--- src/asc_defines.svh ---
// What this block does
// - read after conversion: busy low, selects low, 18 bits out MSB first
// - result clock may run at any rate up to 40 MHz
// - chain input sampled on the edge opposite the shift edge
// - cascaded upstream bits follow the local LSB on the output
// - read during conversion: previous result out, 18 bits MSB first
// - read during conversion: error pulses if 18 bits not read before conversion ends
// - a read may start after and finish during the next conversion
// - pin configuration used in parallel modes or with pin select high
// - with port configuration the configuration pins are ignored
// - config port active only when mode is 3 and pin select low
// - config bits enter MSB first; bit 8 is the start bit
// - the ninth config clock edge loads the active configuration
// - the two lowest config bits are reserved and never written
// - config port accepts writes at any time up to 40 MHz
// - config port works in every serial read arrangement
// - reset clears every configuration bit to zero
// - a high start bit is needed for the word to load
// - power-down leaves the config port usable
// - bits 4 and 3 select normal, warp, impulse, normal
`ifndef ASC_DEFINES_SVH
`define ASC_DEFINES_SVH
`define ASC_RES_W 18
`define ASC_RES_BITS 5'h12
`define ASC_FIFO_DEPTH 8
`define ASC_SYNC_W 18
`define ASC_SERIAL_MODE 2'h3
`define ASC_CFG_W 9
`define ASC_CFG_LAST 4'h8
`define ASC_CFG_RESET 9'h000
`define ASC_CFG_START 8
`define ASC_CFG_BIPOLAR 7
`define ASC_CFG_WIDE 6
`define ASC_CFG_PD 5
`define ASC_CFG_IMPULSE 4
`define ASC_CFG_WARP 3
`define ASC_CFG_CODING 2
`endif

--- src/asc_pkg.sv ---
`default_nettype none
package asc_pkg;
  typedef enum logic [1:0] {
    ASC_SPEED_NORMAL,
    ASC_SPEED_IMPULSE,
    ASC_SPEED_WARP
  } asc_speed_t;
  typedef enum logic {
    ASC_RD_IDLE,
    ASC_RD_SHIFT
  } asc_rd_state_t;
endpackage : asc_pkg
`default_nettype wire

--- src/asc_stream_if.sv ---
`timescale 1ns/1ps
`default_nettype none
interface asc_stream_if #(parameter int W = 18);
  logic valid;
  logic ready;
  logic [W-1:0] data;
  modport src (output valid, output data, input ready);
  modport snk (input valid, input data, output ready);
endinterface : asc_stream_if
`default_nettype wire

--- src/asc_fifo.sv ---
`timescale 1ns/1ps
`default_nettype none
module asc_fifo #(
  parameter int W = 18,
  parameter int DEPTH = 8
) (
  input wire logic clk,
  input wire logic srst,
  asc_stream_if.snk inIf,
  asc_stream_if.src outIf
);
  localparam int AW = $clog2(DEPTH);
  localparam logic [AW:0] FULL = (AW+1)'(DEPTH);
  logic [W-1:0] mem [DEPTH];
  logic [AW-1:0] wrPtr_reg;
  logic [AW-1:0] rdPtr_reg;
  logic [AW:0] count_reg;
  logic [AW:0] count_next;
  logic inReady_reg;
  logic push;
  logic pop;

  // ready kept in a flop so the top port comes straight from a register
  assign push = inIf.valid & inReady_reg;
  assign pop = outIf.ready & (count_reg != '0);
  assign count_next = count_reg + {{AW{1'b0}}, push} - {{AW{1'b0}}, pop};
  assign inIf.ready = inReady_reg;
  assign outIf.valid = (count_reg != '0);
  assign outIf.data = mem[rdPtr_reg];

  // storage has no reset; only pointers and count matter
  always_ff @(posedge clk) begin
    if (push) begin
      mem[wrPtr_reg] <= inIf.data;
    end
  end

  always_ff @(posedge clk) begin
    if (srst) begin
      wrPtr_reg <= '0;
      rdPtr_reg <= '0;
      count_reg <= '0;
      inReady_reg <= 1'b1;
    end else begin
      wrPtr_reg <= push ? wrPtr_reg + AW'(1) : wrPtr_reg;
      rdPtr_reg <= pop ? rdPtr_reg + AW'(1) : rdPtr_reg;
      count_reg <= count_next;
      inReady_reg <= (count_next != FULL);
    end
  end
endmodule : asc_fifo
`default_nettype wire

--- src/asc_port.sv ---
`timescale 1ns/1ps
`default_nettype none
`include "asc_defines.svh"
module asc_port (
  input wire logic clk,
  input wire logic srst,
  input wire logic serialResultClock,
  input wire logic resultSelectN,
  input wire logic readStrobeN,
  input wire logic chainInput,
  input wire logic clockInvertSelect,
  input wire logic readDuringConversion,
  input wire logic [1:0] interfaceMode,
  input wire logic pinOrPortConfigSelect,
  input wire logic configPortSelectN,
  input wire logic configSerialIn,
  input wire logic configSerialClock,
  input wire logic hwBipolar,
  input wire logic hwWideRangeBit,
  input wire logic hwPowerDownBit,
  input wire logic hwWarp,
  input wire logic hwImpulse,
  input wire logic hwOutputCodingSelect,
  input wire logic convBusy,
  input wire logic [`ASC_RES_W-1:0] resultData,
  input wire logic resultValid,
  output logic resultReady,
  output logic serialResultOut,
  output logic serialResultOutEnN,
  output logic readErrorFlag,
  output logic rangeBipolar,
  output logic rangeWide,
  output logic powerDown,
  output var asc_pkg::asc_speed_t speedMode,
  output logic outputCodingSelect,
  output logic configFromPort
);
  import asc_pkg::*;

  // impulse alone, warp alone, anything else is normal
  function automatic asc_speed_t speedDecode(
    input logic warp,
    input logic imp
  );
    if (warp == imp) begin
      return ASC_SPEED_NORMAL;
    end else if (imp) begin
      return ASC_SPEED_IMPULSE;
    end else begin
      return ASC_SPEED_WARP;
    end
  endfunction : speedDecode

  // active edge of a sampled clock; inv picks falling
  function automatic logic edgeSel(
    input logic inv,
    input logic cur,
    input logic prev
  );
    return inv ? (~cur & prev) : (cur & ~prev);
  endfunction : edgeSel

  // core result is twos complement; straight binary flips the msb
  function automatic logic [`ASC_RES_W-1:0] codeConvert(
    input logic [`ASC_RES_W-1:0] word,
    input logic straight
  );
    return {word[`ASC_RES_W-1] ^ straight, word[`ASC_RES_W-2:0]};
  endfunction : codeConvert

  // all pins are asynchronous to clk
  logic [`ASC_SYNC_W-1:0] syncIn;
  logic [`ASC_SYNC_W-1:0] syncA_reg;
  logic [`ASC_SYNC_W-1:0] syncB_reg;
  logic sClkPrev_reg;
  logic cClkPrev_reg;
  logic busyPrev_reg;
  logic sClk;
  logic sChain;
  logic sSelN;
  logic sRdN;
  logic sInv;
  logic sRdc;
  logic [1:0] sMode;
  logic sHwSw;
  logic sCfgSelN;
  logic sCfgIn;
  logic sCfgClk;
  logic sBip;
  logic sWide;
  logic sPd;
  logic sWarp;
  logic sImp;
  logic sCoding;

  assign syncIn = {serialResultClock, chainInput, resultSelectN,
    readStrobeN, clockInvertSelect, readDuringConversion, interfaceMode,
    pinOrPortConfigSelect, configPortSelectN, configSerialIn,
    configSerialClock, hwBipolar, hwWideRangeBit, hwPowerDownBit, hwWarp,
    hwImpulse, hwOutputCodingSelect};
  assign {sClk, sChain, sSelN, sRdN, sInv, sRdc, sMode, sHwSw, sCfgSelN,
    sCfgIn, sCfgClk, sBip, sWide, sPd, sWarp, sImp, sCoding} = syncB_reg;

  // two-stage synchroniser; pin edges are found on the second stage, the busy edge on convBusy itself
  always_ff @(posedge clk) begin
    if (srst) begin
      syncA_reg <= '0;
      syncB_reg <= '0;
      sClkPrev_reg <= 1'b0;
      cClkPrev_reg <= 1'b0;
      busyPrev_reg <= 1'b0;
    end else begin
      syncA_reg <= syncIn;
      syncB_reg <= syncA_reg;
      sClkPrev_reg <= sClk;
      cClkPrev_reg <= sCfgClk;
      busyPrev_reg <= convBusy;
    end
  end

  // result buffer between the conversion core and the serial reader
  asc_stream_if #(.W(`ASC_RES_W)) inIf ();
  asc_stream_if #(.W(`ASC_RES_W)) outIf ();

  assign inIf.valid = resultValid;
  assign inIf.data = resultData;
  assign resultReady = inIf.ready;

  asc_fifo #(
    .W(`ASC_RES_W),
    .DEPTH(`ASC_FIFO_DEPTH)
  ) uFifo (
    .clk(clk),
    .srst(srst),
    .inIf(inIf),
    .outIf(outIf)
  );

  // result read decode
  asc_rd_state_t rdState_reg;
  asc_rd_state_t rdState_next;
  logic [`ASC_RES_W-1:0] shReg_reg;
  logic [`ASC_RES_W-1:0] shReg_next;
  logic [4:0] bitCnt_reg;
  logic [4:0] bitCnt_next;
  logic duringRead_reg;
  logic out_next;
  logic readErr_next;
  logic [`ASC_RES_W-1:0] loadWord;
  logic readSel;
  logic startRead;
  logic inShift;
  logic shiftEdge;
  logic latchEdge;
  logic busyFell;
  logic bitsLeft;

  assign readSel = ~sSelN & ~sRdN & (sMode == `ASC_SERIAL_MODE);
  assign inShift = (rdState_reg == ASC_RD_SHIFT);
  // after-mode waits for idle, during-mode needs a running conversion
  assign startRead = ~inShift & readSel &
    (sRdc ? convBusy : ~convBusy);
  assign shiftEdge = inShift & edgeSel(sInv, sClk, sClkPrev_reg);
  // chain bits only once a shift has freed a slot, so an opposite edge
  // ahead of the first shift (either idle level) is ignored
  assign latchEdge = inShift & (bitCnt_reg != 5'h00) &
    edgeSel(~sInv, sClk, sClkPrev_reg);
  assign busyFell = busyPrev_reg & ~convBusy;
  assign bitsLeft = (bitCnt_reg < `ASC_RES_BITS);
  // an empty buffer loads zero ahead of the code conversion rather than stale data
  assign loadWord = codeConvert(outIf.valid ? outIf.data : '0,
    outputCodingSelect);
  assign outIf.ready = startRead;

  // a read begun while idle may run on into the next conversion
  assign rdState_next = startRead ? ASC_RD_SHIFT :
    (inShift & readSel) ? ASC_RD_SHIFT : ASC_RD_IDLE;
  // the slot freed by each shift sits at bit 1; bit 0 stays empty so
  // the upstream msb follows the local lsb with no gap bit
  assign shReg_next = startRead ? {loadWord[`ASC_RES_W-2:0], 1'b0} :
    shiftEdge ? {shReg_reg[`ASC_RES_W-2:0], 1'b0} :
    latchEdge ? {shReg_reg[`ASC_RES_W-1:2], sChain, 1'b0} :
    shReg_reg;
  assign out_next = startRead ? loadWord[`ASC_RES_W-1] :
    shiftEdge ? shReg_reg[`ASC_RES_W-1] : serialResultOut;
  // the count saturates; chain bits keep flowing past it
  assign bitCnt_next = startRead ? 5'h00 :
    (shiftEdge & bitsLeft) ? bitCnt_reg + 5'h01 : bitCnt_reg;
  assign readErr_next = inShift & duringRead_reg & bitsLeft &
    busyFell;

  always_ff @(posedge clk) begin
    if (srst) begin
      rdState_reg <= ASC_RD_IDLE;
      shReg_reg <= '0;
      bitCnt_reg <= 5'h00;
      duringRead_reg <= 1'b0;
      serialResultOut <= 1'b0;
      serialResultOutEnN <= 1'b1;
      readErrorFlag <= 1'b0;
    end else begin
      rdState_reg <= rdState_next;
      shReg_reg <= shReg_next;
      bitCnt_reg <= bitCnt_next;
      duringRead_reg <= startRead ? sRdc : duringRead_reg;
      serialResultOut <= out_next;
      serialResultOutEnN <= (rdState_next != ASC_RD_SHIFT);
      readErrorFlag <= readErr_next;
    end
  end

  // configuration port decode
  logic [`ASC_CFG_W-1:0] cfgReg_reg;
  logic [`ASC_CFG_W-1:0] cfgReg_next;
  logic [`ASC_CFG_W-2:0] cfgShift_reg;
  logic [`ASC_CFG_W-2:0] cfgShift_next;
  logic [3:0] cfgCnt_reg;
  logic [3:0] cfgCnt_next;
  logic [`ASC_CFG_W-1:0] cfgWord;
  logic cfgActive;
  logic cfgTake;
  logic cfgLoad;
  logic hwCfg;

  // independent of the read path, so any read timing keeps it usable
  assign cfgActive = (sMode == `ASC_SERIAL_MODE) & ~sHwSw;
  assign cfgTake = cfgActive & ~sCfgSelN &
    edgeSel(sInv, sCfgClk, cClkPrev_reg);
  assign cfgWord = {cfgShift_reg, sCfgIn};
  // a low start bit leaves the active word alone
  assign cfgLoad = cfgTake & (cfgCnt_reg == `ASC_CFG_LAST) &
    cfgWord[`ASC_CFG_START];
  // deselect or leaving port mode throws the partial word away
  assign cfgCnt_next = (~cfgActive | sCfgSelN) ? 4'h0 :
    ~cfgTake ? cfgCnt_reg :
    (cfgCnt_reg == `ASC_CFG_LAST) ? 4'h0 : cfgCnt_reg + 4'h1;
  assign cfgShift_next = cfgTake ?
    {cfgShift_reg[`ASC_CFG_W-3:0], sCfgIn} : cfgShift_reg;
  // reserved low bits are carried over, never taken from the wire
  assign cfgReg_next = cfgLoad ?
    {cfgWord[`ASC_CFG_W-1:2], cfgReg_reg[1:0]} : cfgReg_reg;

  always_ff @(posedge clk) begin
    if (srst) begin
      cfgReg_reg <= `ASC_CFG_RESET;
      cfgShift_reg <= '0;
      cfgCnt_reg <= 4'h0;
    end else begin
      cfgReg_reg <= cfgReg_next;
      cfgShift_reg <= cfgShift_next;
      cfgCnt_reg <= cfgCnt_next;
    end
  end

  // effective setting: pins unless the port owns the configuration
  logic bip_next;
  logic wide_next;
  logic pd_next;
  logic coding_next;
  asc_speed_t speed_next;

  assign hwCfg = ~cfgActive;
  assign bip_next = hwCfg ? sBip : cfgReg_reg[`ASC_CFG_BIPOLAR];
  assign wide_next = hwCfg ? sWide : cfgReg_reg[`ASC_CFG_WIDE];
  // power-down gates only the converter; the port keeps listening
  assign pd_next = hwCfg ? sPd : cfgReg_reg[`ASC_CFG_PD];
  assign coding_next = hwCfg ? sCoding : cfgReg_reg[`ASC_CFG_CODING];
  assign speed_next = hwCfg ? speedDecode(sWarp, sImp) :
    speedDecode(cfgReg_reg[`ASC_CFG_WARP],
    cfgReg_reg[`ASC_CFG_IMPULSE]);

  always_ff @(posedge clk) begin
    if (srst) begin
      rangeBipolar <= 1'b0;
      rangeWide <= 1'b0;
      powerDown <= 1'b0;
      outputCodingSelect <= 1'b0;
      speedMode <= ASC_SPEED_NORMAL;
      configFromPort <= 1'b0;
    end else begin
      rangeBipolar <= bip_next;
      rangeWide <= wide_next;
      powerDown <= pd_next;
      outputCodingSelect <= coding_next;
      speedMode <= speed_next;
      configFromPort <= cfgActive;
    end
  end
endmodule : asc_port
`default_nettype wire

--- config.mk ---
export PLATFORM = sky130hd
export DESIGN_NAME = asc_port
export DESIGN_NICKNAME = d
export VERILOG_FILES = /design/src/asc_pkg.sv /design/src/asc_stream_if.sv /design/src/asc_fifo.sv /design/src/asc_port.sv
export VERILOG_INCLUDE_DIRS = /design/src
export SDC_FILE = /design/constraint.sdc
export NUM_CORES = 1
export LEC_CHECK = 0
export BUFFER_PORTS_ARGS = -buffer_cell sky130_fd_sc_hd__buf_2
export CAP_MARGIN = 20
export CORE_MARGIN = 3
export CORE_UTILIZATION = 25
export DETAILED_ROUTE_END_ITERATION = 7
export SLEW_MARGIN = 15
export SYNTH_ARGS = -nofsm -noshare
export SYNTH_HDL_FRONTEND = slang
export SYNTH_HIERARCHICAL = 1
export SYNTH_SLANG_ARGS = --single-unit
--- constraint.sdc ---
create_clock -name clk -period 3.15 [get_ports clk]
set_input_delay 0.315 -clock clk [delete_from_list [all_inputs] [get_ports clk]]
set_output_delay 0.315 -clock clk [all_outputs]
set_load 0.005 [all_outputs]
# [Word-level counts from Yosys, hierarchy flattened]
# Memory sizes are Yosys's and may differ from the RTL's. A register that Yosys moved wholly into a read port is not among the register bits.
# Cells that the tools add are included.
[totals] regBits=102 ram_bits=144 out_inout_bits=11 elab_cells=109 mem_count=1
[mem_list] memory="uFifo.mem" depth=8 word_bits=18 rd=1 rd_clocked_by_memory_dff=1 write_ports=1 line_no="asc_fifo.sv:14" source="logic [W-1:0] mem [DEPTH];"
[op_classes] n_addsub=6 n_lt_le_gt_ge=1 eq_ne=5 n_mux=26 bitwise_logic=38 n_reduce_logical=6
[op_table] operator="two-way mux 18 bit" count=3
[op_table] operator="AND 1 bit" count=24
[op_table] operator="two-way mux 1 bit" count=14
[op_table] operator="two-way mux 2 bit" count=6
[op_table] operator="NOT 1 bit" count=12
[op_table] operator="adder 3 x 1 -> 3 bit, second input constant" count=2
[op_table] operator="two-way mux 3 bit" count=2
[op_table] operator="adder 5 x 1 -> 5 bit, second input constant" count=1
[op_table] operator="< comparator 5 bit, second input constant" count=1
[op_table] operator="nonzero test 5 bit" count=1
[op_table] operator="adder 4 x 1 -> 4 bit" count=1
[op_table] operator="adder 4 x 1 -> 4 bit, second input constant" count=1
[op_table] operator="== test 4 bit, second input constant" count=1
[op_table] operator="two-way mux 4 bit" count=1
[op_table] operator="inequality test 4 bit, second input constant" count=1
[op_table] operator="nonzero test 4 bit" count=1
[op_table] operator="OR reduction 2 bit" count=2
[op_table] operator="subtractor 4 x 1 -> 4 bit" count=1
[op_table] operator="nonzero test 3 bit" count=1
[op_table] operator="== test 1 bit" count=2
[op_table] operator="== test 2 bit, second input constant" count=1
[op_table] operator="nonzero test 2 bit" count=1
[op_table] operator="OR 1 bit" count=1
[op_table] operator="bitwise XOR 1 bit" count=1

# [Depth between registers and ports, before layout]
# Gate-level depths: netlist of the first run.
[logic_depth] word_depth=8 mapped_depth=13

# [Cells and area by module]
# The synthesis of the first run kept the hierarchy.
[modules_own_cells] mod="asc_fifo" instances=1 cells_per_inst=288 area_each_um2=6247.2 seq_area_each_um2=4604.4
[modules_own_cells] mod="asc_port" instances=1 cells_per_inst=327 area_each_um2=3428.3 seq_area_each_um2=1821.7

# [Worst setup path before layout of the first run]
# Ideal clock, no wire load.
[synth_path] kind="reg2reg" start="register uFifo.inReady_reg, in the netlist uFifo/inIf.ready" end="memory uFifo.mem[0][0], enable pin" setup_ns=0.439 arrival_ns=2.344 required_time_ns=2.711 setup_slack_ns=0.367 stages_incl_launch_ff=3 path_buffers=0 period_less_slack_ns=2.783 cell_sequence="dfxtp_1 -> nand2_1 -> nor4_1"
[synth_via] elab_chain_cells=3
[synth_lines] element="start, declared" line_no="asc_fifo.sv:19" source="logic inReady_reg;"
[synth_lines] element="start signal, assigned" line_no="asc_fifo.sv:48" source="inReady_reg <= (count_next != FULL);"
[synth_lines] element="AND 1 bit" line_no="asc_fifo.sv:24" source="assign push = inIf.valid & inReady_reg;"
[synth_lines] element="two-way mux 1 bit" line_no="asc_fifo.sv:33" source="if (push) begin"
[synth_lines] element="two-way mux 1 bit (implied by the code)" line_no="asc_fifo.sv:34" source="mem[wrPtr_reg] <= inIf.data;"
[synth_lines] element="end, declared" line_no="asc_fifo.sv:14"
# No other way between the ends.

# [Worst setup path after layout of the first run]
[layout_path] start="register uFifo.count_reg[2]" end="register uFifo.inReady_reg, in the netlist uFifo/inIf.ready"
[layout_via] elab_chain_cells=4
[layout_lines] element="start, declared" line_no="asc_fifo.sv:17" source="logic [AW:0] count_reg;"
[layout_lines] element="start signal, assigned" line_no="asc_fifo.sv:47" source="count_reg <= count_next;"
[layout_lines] element="nonzero test 4 bit"
[layout_lines] element="via outIf.valid" line_no="asc_stream_if.sv:4" source="logic valid;"
[layout_lines] element="AND 1 bit" line_no="asc_fifo.sv:25" source="assign pop = outIf.ready & (count_reg != '0);"
[layout_lines] element="subtractor 4 x 1 -> 4 bit" line_no="asc_fifo.sv:26" source="assign count_next = count_reg + {{AW{1'b0}}, push} - {{AW{1'b0}}, pop};"
[layout_lines] element="inequality test 4 bit" line_no="asc_fifo.sv:48"
# The timed path passes the listed nets, and every way through them passes these cells.
# A chain may end at the register's enable or synchronous reset.

==> out/results.ini, run 1 <==
[timing]
tightest_slew_ps = 716.3
fin_crit_sh_pct = 75.81
slew_violations = 0
hold_viol = 0
finalSetupViolations = 0
skew_ps = 22.50
fmax_mhz = 418.7
period_needed_ps = 2388
grt_setup_unrepaired = false
max_slew_margin_pct = 52.25
fin_tns_setup_ps = 0

[worst_setup_path]
worst-setup-path-type = register to register
endpoint_kind = register
crit_slowest_cell = fa_1
start_kind = register
slowest_delay_ps = 380
crit_buf_inv = 2
cp_data_required_time_ps = 3560
path_delay_family = simple AND/OR/NAND/NOR gates
arrival_ps = 2790
worstPathCellList = inv_1 > ha_1 > or3b_1 > and2_1 > xnor2_1 > ha_1 > inv_1 > fa_1 > xnor2_1 > nor3b_1 > o21ai_0
crit_path_max_fanout = 5

[logic_synthesis]
synth_area_mm2 = 0.009676
ys_async_sr_fraction_pct = 0
synth_compound_area_share_pct = 4.565
synthAdderAreaFrac_pct = 1.500
synth_edf_count = 144
synth_simple_gate_area_share_pct = 8.496
ys_ff_latch = 249
synth_xor_area_share_pct = 1.267
synth_cells = 615
seq_area_frac_synth_pct = 66.42
synth.avg_cell_area_um2 = 15.73
ys_types = 54
muxShareOfSynthArea_pct = 15.41
synthesis.nets = 666
synth_top_family_by_area = multiplexers
dominantRegCellSynth = edfxtp_1
yosysWarnings = 6

[finish]
largest_register_ffs = 144
postLayoutCellArea_mm2 = 0.01164
layout_commonest_cell = edfxtp_1
stdcell_count = 1221
fill_cells = 3754
diodes = 0
nets = 741
layout_common_cells = 144 x edfxtp_1, 104 x dfxtp_1, 49 x buf_2
area_growth_pct = 20.32
layout-drive-gt1-share_pct = 21.41

[clock_tree]
cts_sinks = 249
cts.clk_slew.worst_paths_ps = 60
worstSkewPairLatency_ps = 540
ctsResizeCount = 0
htree_num_levels = 1
cts_root_buffer = clkbuf_16
tritoncts = done
numCtsBuffers = 26
clk_path_buf_depth = 3
post-cts-setup-buffer-count = 0

[power_and_ir_drop]
p_total_w = 0.007745
vdd_drop_max_uv = 338.0
p_per_area_mw_per_mm2 = 665.3
p_leak_nw = 4.217

[placed_design]
place_congestion = 0.7401
io_buffer_count = 50
placed_cells = 1164
dp_hpwl_mm = 11.27
placement.cell_area_mm2 = 0.01056

[routing]
viasPerCell = 4.240
ant_nets = 0
vias = 5177
drt-initial-drc-count = 309
drc = 0
wl_mm = 18.60
drt_first_pass_iters = 4
wl_per_cell_um = 15.24

[floorplanning]
die-area_mm2 = 0.04110
die_y_um = 202.7
floorplan.initialDensity_pct = 25.51
core-area_mm2 = 0.03793
die_x_um = 202.7
io_pins = 51
core.rowCount = 71

[grt]
track_usage_pct = 9.081
grt_max_degree = 70
grt_pass1_vias = 5393
grt-ovfl-total = 0
grt_pass1_wl_mm = 30.04
antenna_found_initial = 3

[status]
outcome = completed

[worst_hold_path]
min_path_type = input pin to register

[job]
maxCapViolCount = 0

-- report_power, final --
part / leakage (nW) / internal, W / switching, W
combinational: 1.58 / 0.000254 / 0.000350
sequential: 2.16 / 0.00362 / 0.0000622
clock: 0.477 / 0.00216 / 0.00130
total: 4.22 / 0.00603 / 0.00171
-- final timing paths --
path,start,end,slack [ps],cells after the start
worst min-delay path,interfaceMode[0],syncA_reg[10],20,2
worst max register to register,uFifo/count_reg[2],uFifo/inIf.ready,760,11
worst min register to register,syncA_reg[7],syncB_reg[7],440,1
worst max-delay path,uFifo/count_reg[2],uFifo/inIf.ready,760,11
-- worst reg2reg max path, stage by stage (launching register included) --
cell	delay, ps
dfxtp_1	300
inv_1	70
ha_1	140
or3b_1	350
and2_1	220
xnor2_1	170
ha_1	180
inv_1	50
fa_1	380
xnor2_1	150
nor3b_1	160
o21ai_0	100
-- routing by layer --
layer	up-vias	part of all wire, %	GRT usage, %
li1	2489	-	-
met1	2549	47	12.27
met2	94	46	14.77
met3	39	5.1	2.229
met4	6	2.0	2.178
met5	-	0.18	0
-- cells in the mapped netlist, types with 2 or more instances --
| cell type | count | area, µm² |
|---|---|---|
| a211oi_1 | 17 | 127.6 |
| a21oi_1 | 26 | 130.1 |
| and3_1 | 5 | 31.28 |
| and3b_1 | 2 | 17.52 |
| and4bb_2 | 2 | 25.02 |
| buf_1 | 2 | 7.510 |
| buf_2 | 4 | 20.02 |
| buf_6 | 5 | 56.30 |
| clkbuf_1 | 16 | 60.06 |
| clkbuf_2 | 2 | 10.01 |
| dfxtp_1 | 105 | 2102 |
| edfxtp_1 | 144 | 4324 |
| ha_1 | 10 | 125.1 |
| inv_1 | 12 | 45.04 |
| mux2_2 | 20 | 225.2 |
| mux2i_1 | 32 | 320.3 |
| mux4_1 | 36 | 945.9 |
| nand2_1 | 14 | 52.55 |
| nand2b_1 | 6 | 37.54 |
| nand3_1 | 6 | 30.03 |
| nand3b_1 | 7 | 52.55 |
| nand4b_1 | 2 | 17.52 |
| nor2_1 | 36 | 135.1 |
| nor2b_1 | 42 | 262.8 |
| nor3_1 | 6 | 30.03 |
| nor3b_1 | 2 | 15.01 |
| nor3b_2 | 2 | 25.02 |
| o211ai_1 | 4 | 30.03 |
| o21ai_0 | 9 | 45.04 |
| o31ai_1 | 2 | 15.01 |
| or3_1 | 2 | 12.51 |
| xnor2_1 | 7 | 61.31 |
| xor2_1 | 7 | 61.31 |
-- logic make-up after synthesis --
family                   count (synthesis)
flip-flops                             249
multiplexers                            88
AND/OR/NAND/NOR                        143
buffers and inverters                   43
AO/OA/AOI/OAI                           67
XOR/XNOR                                14
adder cells (fa/ha/maj)                 11
-- cell type report --
type / count / area [µm²] / share of cell area [%]
sequential: 249 / 6427 / 55.21
multi-input combinational: 323 / 3049 / 26.19
clock buffer: 31 / 689.4 / 5.922
inverter: 12 / 45.04 / 0.3869
clock inverter: 17 / 305.3 / 2.623
tap: 511 / 639.4 / 5.492
timing repair buffer: 78 / 485.5 / 4.170
-- repair_timing --
action / CTS / global route
endpoints found under the hold margin: 9 / 0
hold buffers: 9 / 0
endpoints found under the setup margin: 0 / 0
-- through the flow --
step | setup WS (ps) | util (%) | hold slack [ps]
after floorplan | 366.7 | - | 413.8
after global placement | 758.5 | 27.83 | 426.0
after detailed placement | 699.0 | 27.83 | 427.2
after CTS | 734.4 | 30.69 | 1.094
after global routing | 551.0 | 30.69 | 3.833
final | 761.9 | 30.69 | 19.48
(Power assumes the default switching activity.)
==> run 2: changes to the inputs <==
==> constraint.sdc (replaced) <==
create_clock -name clk -period 2.48 [get_ports clk]
set_input_delay 0.248 -clock clk [delete_from_list [all_inputs] [get_ports clk]]
set_output_delay 0.248 -clock clk [all_outputs]
set_load 0.005 [all_outputs]
==> out/results.ini, run 2 (same netlist as run 1, synthesis figures left out) <==
[status]
outcome = completed

[finish]
area_growth_pct = 23.23
layout_common_cells = 144 x edfxtp_1, 104 x dfxtp_1, 49 x buf_2
nets = 771  ; +4.0%
diodes = 0  ; unchanged
fin_util_pct = 31.43  ; +0.74 points
largest_register_ffs = 144  ; unchanged
fill_cells = 3734  ; -0.53%
layout-drive-gt1-share_pct = 20.78  ; -0.63 points
seqCellArea_mm2 = 0.006427  ; unchanged
layout_commonest_cell = edfxtp_1
multi_input_area_mm2 = 0.003083  ; +1.1%

[clock_tree]
worstSkewPairLatency_ps = 540  ; about the same
htree_num_levels = 1  ; unchanged
cts.clk_slew.worst_paths_ps = 60  ; about the same
cts_sinks = 249  ; unchanged
cts_root_buffer = clkbuf_16
numCtsBuffers = 27  ; +3.8%
tritoncts = done
clk_path_buf_depth = 3  ; unchanged

[worst_setup_path]
start_kind = register
timing.rr.end = uFifo/inIf.ready
crit_slowest_cell = fa_1
path_common_cell = inv_1
r2r_cells = 11  ; unchanged
timing.rr.start = uFifo/count_reg[2]
cp_data_required_time_ps = 2900  ; -660 ps
crit_path_max_fanout = 5  ; unchanged
arrival_ps = 2800  ; about the same
regToRegSetupSlack_ps = 100  ; -660 ps
worstPathCellList = inv_1 > ha_1 > or3b_1 > and2_4 > xnor2_2 > ha_2 > inv_1 > fa_1 > xnor2_1 > nor3b_2 > o21ai_1
endpoint_kind = register
slowest_delay_ps = 370  ; about the same
worst-setup-path-type = register to register

[timing]
fmax_mhz = 420.4  ; +0.39%
tightest_slew_ps = 985.9  ; +269.6 ps
slew_violations = 0  ; unchanged
fin_tns_setup_ps = 0  ; unchanged
timing.hold.ws_ps = 190.2  ; +170.7 ps
max_slew_margin_pct = 33.83  ; -18 points
fin_crit_sh_pct = 95.92  ; +20 points
finalSetupViolations = 0  ; unchanged
period_needed_ps = 2379  ; -9.394 ps
hold_viol = 0  ; unchanged
skew_ps = 16.13  ; -6.364 ps

[worst_hold_path]
min_path_type = input pin to register
worstHoldStart = srst
hold-path-endpoint = syncB_reg[6]
hold_depth = 2  ; unchanged

[floorplanning]
core.rowCount = 71  ; unchanged
core-area_mm2 = 0.03793  ; unchanged
die_x_um = 202.7  ; unchanged
io_pins = 51  ; unchanged
floorplan.initialDensity_pct = 25.51  ; unchanged
die_y_um = 202.7  ; unchanged
die-area_mm2 = 0.04110  ; unchanged

[routing]
wl_mm = 18.79  ; +0.99%
viasPerCell = 4.145  ; -2.2%
vias = 5189  ; +0.23%
ant_nets = 0  ; unchanged
drc = 0  ; unchanged
drt_first_pass_iters = 6  ; +2
wl_per_cell_um = 15.01  ; -1.5%
drt-initial-drc-count = 316  ; +2.3%

[power_and_ir_drop]
p_leak_nw = 4.325  ; +2.6%
vdd_drop_max_uv = 481.7  ; +42%
p_per_area_mw_per_mm2 = 806.0  ; +21%

[placed_design]
place_congestion = 0.7428  ; +0.36%
io_buffer_count = 50  ; unchanged
dp_hpwl_mm = 10.93  ; -3.0%

[job]
maxCapViolCount = 0  ; unchanged

[grt]
track_usage_pct = 9.070  ; -0.011 points
grt_max_degree = 58  ; -17%
antenna_found_initial = 1  ; -2
grt_pass1_wl_mm = 29.49  ; -1.8%
grt-ovfl-total = 0  ; unchanged
grt_pass1_vias = 5303  ; -1.7%

run 2: cell type report:
cell class	instances	share of cell area [%]
timing repair buffer	107	6.716
tap	511	5.363
inverter	12	0.3778
clock buffer	33	6.034
clock inverter	17	1.742
multi-input combinational	323	25.86
sequential	249	53.91
run 2: where the power goes:
part	total (W)	switching (W)	internal, W
logic	0.000842	0.000467	0.000375
clock network	0.00409	0.00159	0.00250
registers	0.00468	0.0000799	0.00460
total	0.00961	0.00214	0.00747
run 2: timing repair:
item,4_1_cts,5_1_grt
buffers inserted,0,1
gates resized for setup,0,6
hold buffers,38,0
endpoints found under the setup margin,0,1
endpoints found under the hold margin,164,0
run 2: metrics by stage:
step / power, W / worst slack, ps / cell area [µm²] / instances
2_1_floorplan: 0.005240 / 3.183 / 9683 / 615
3_3_place_gp: 0.005534 / 84.91 / 10580 / 1163
3_5_place_dp: 0.005550 / 83.71 / 10580 / 1163
4_1_cts: 0.009738 / 48.37 / 11890 / 1251
5_1_grt: 0.01004 / -24.38 / 11920 / 1252
6_report: 0.009610 / 101.3 / 11920 / 1252
run 2: how the worst max path moves through the flow:
stage,slack [ps],to,startpoint,cells past startpoint
global route,-20,uFifo/inIf.ready,uFifo/count_reg[2],11
finish,100,uFifo/inIf.ready,uFifo/count_reg[2],11
CTS,50,uFifo/inIf.ready,uFifo/count_reg[2],11
floorplan,3,uFifo/inIf.ready,inShift,13
global placement,80,uFifo/inIf.ready,uFifo/count_reg[2],11
detailed placement,80,uFifo/inIf.ready,uFifo/count_reg[2],11
run 2: worst max-delay path, delay by kind of cell (launching register included):
family	cells	cell delay, ps
buffers and inverters	2	130
AND/OR/NAND/NOR	3	730
AO/OA/AOI/OAI	1	80
flip-flops	1	300
adder cells (fa/ha/maj)	3	700
XOR/XNOR	2	310
run 2: per-layer routing:
metal  vias up  GRT usage (%)  part of all wire (%)
li1       2555              -                     -
met5         -              0                 0.069
met4         2          2.252                   1.7
met2        69          15.40                    49
met3        26          2.052                   4.1
met1      2537          11.78                    46
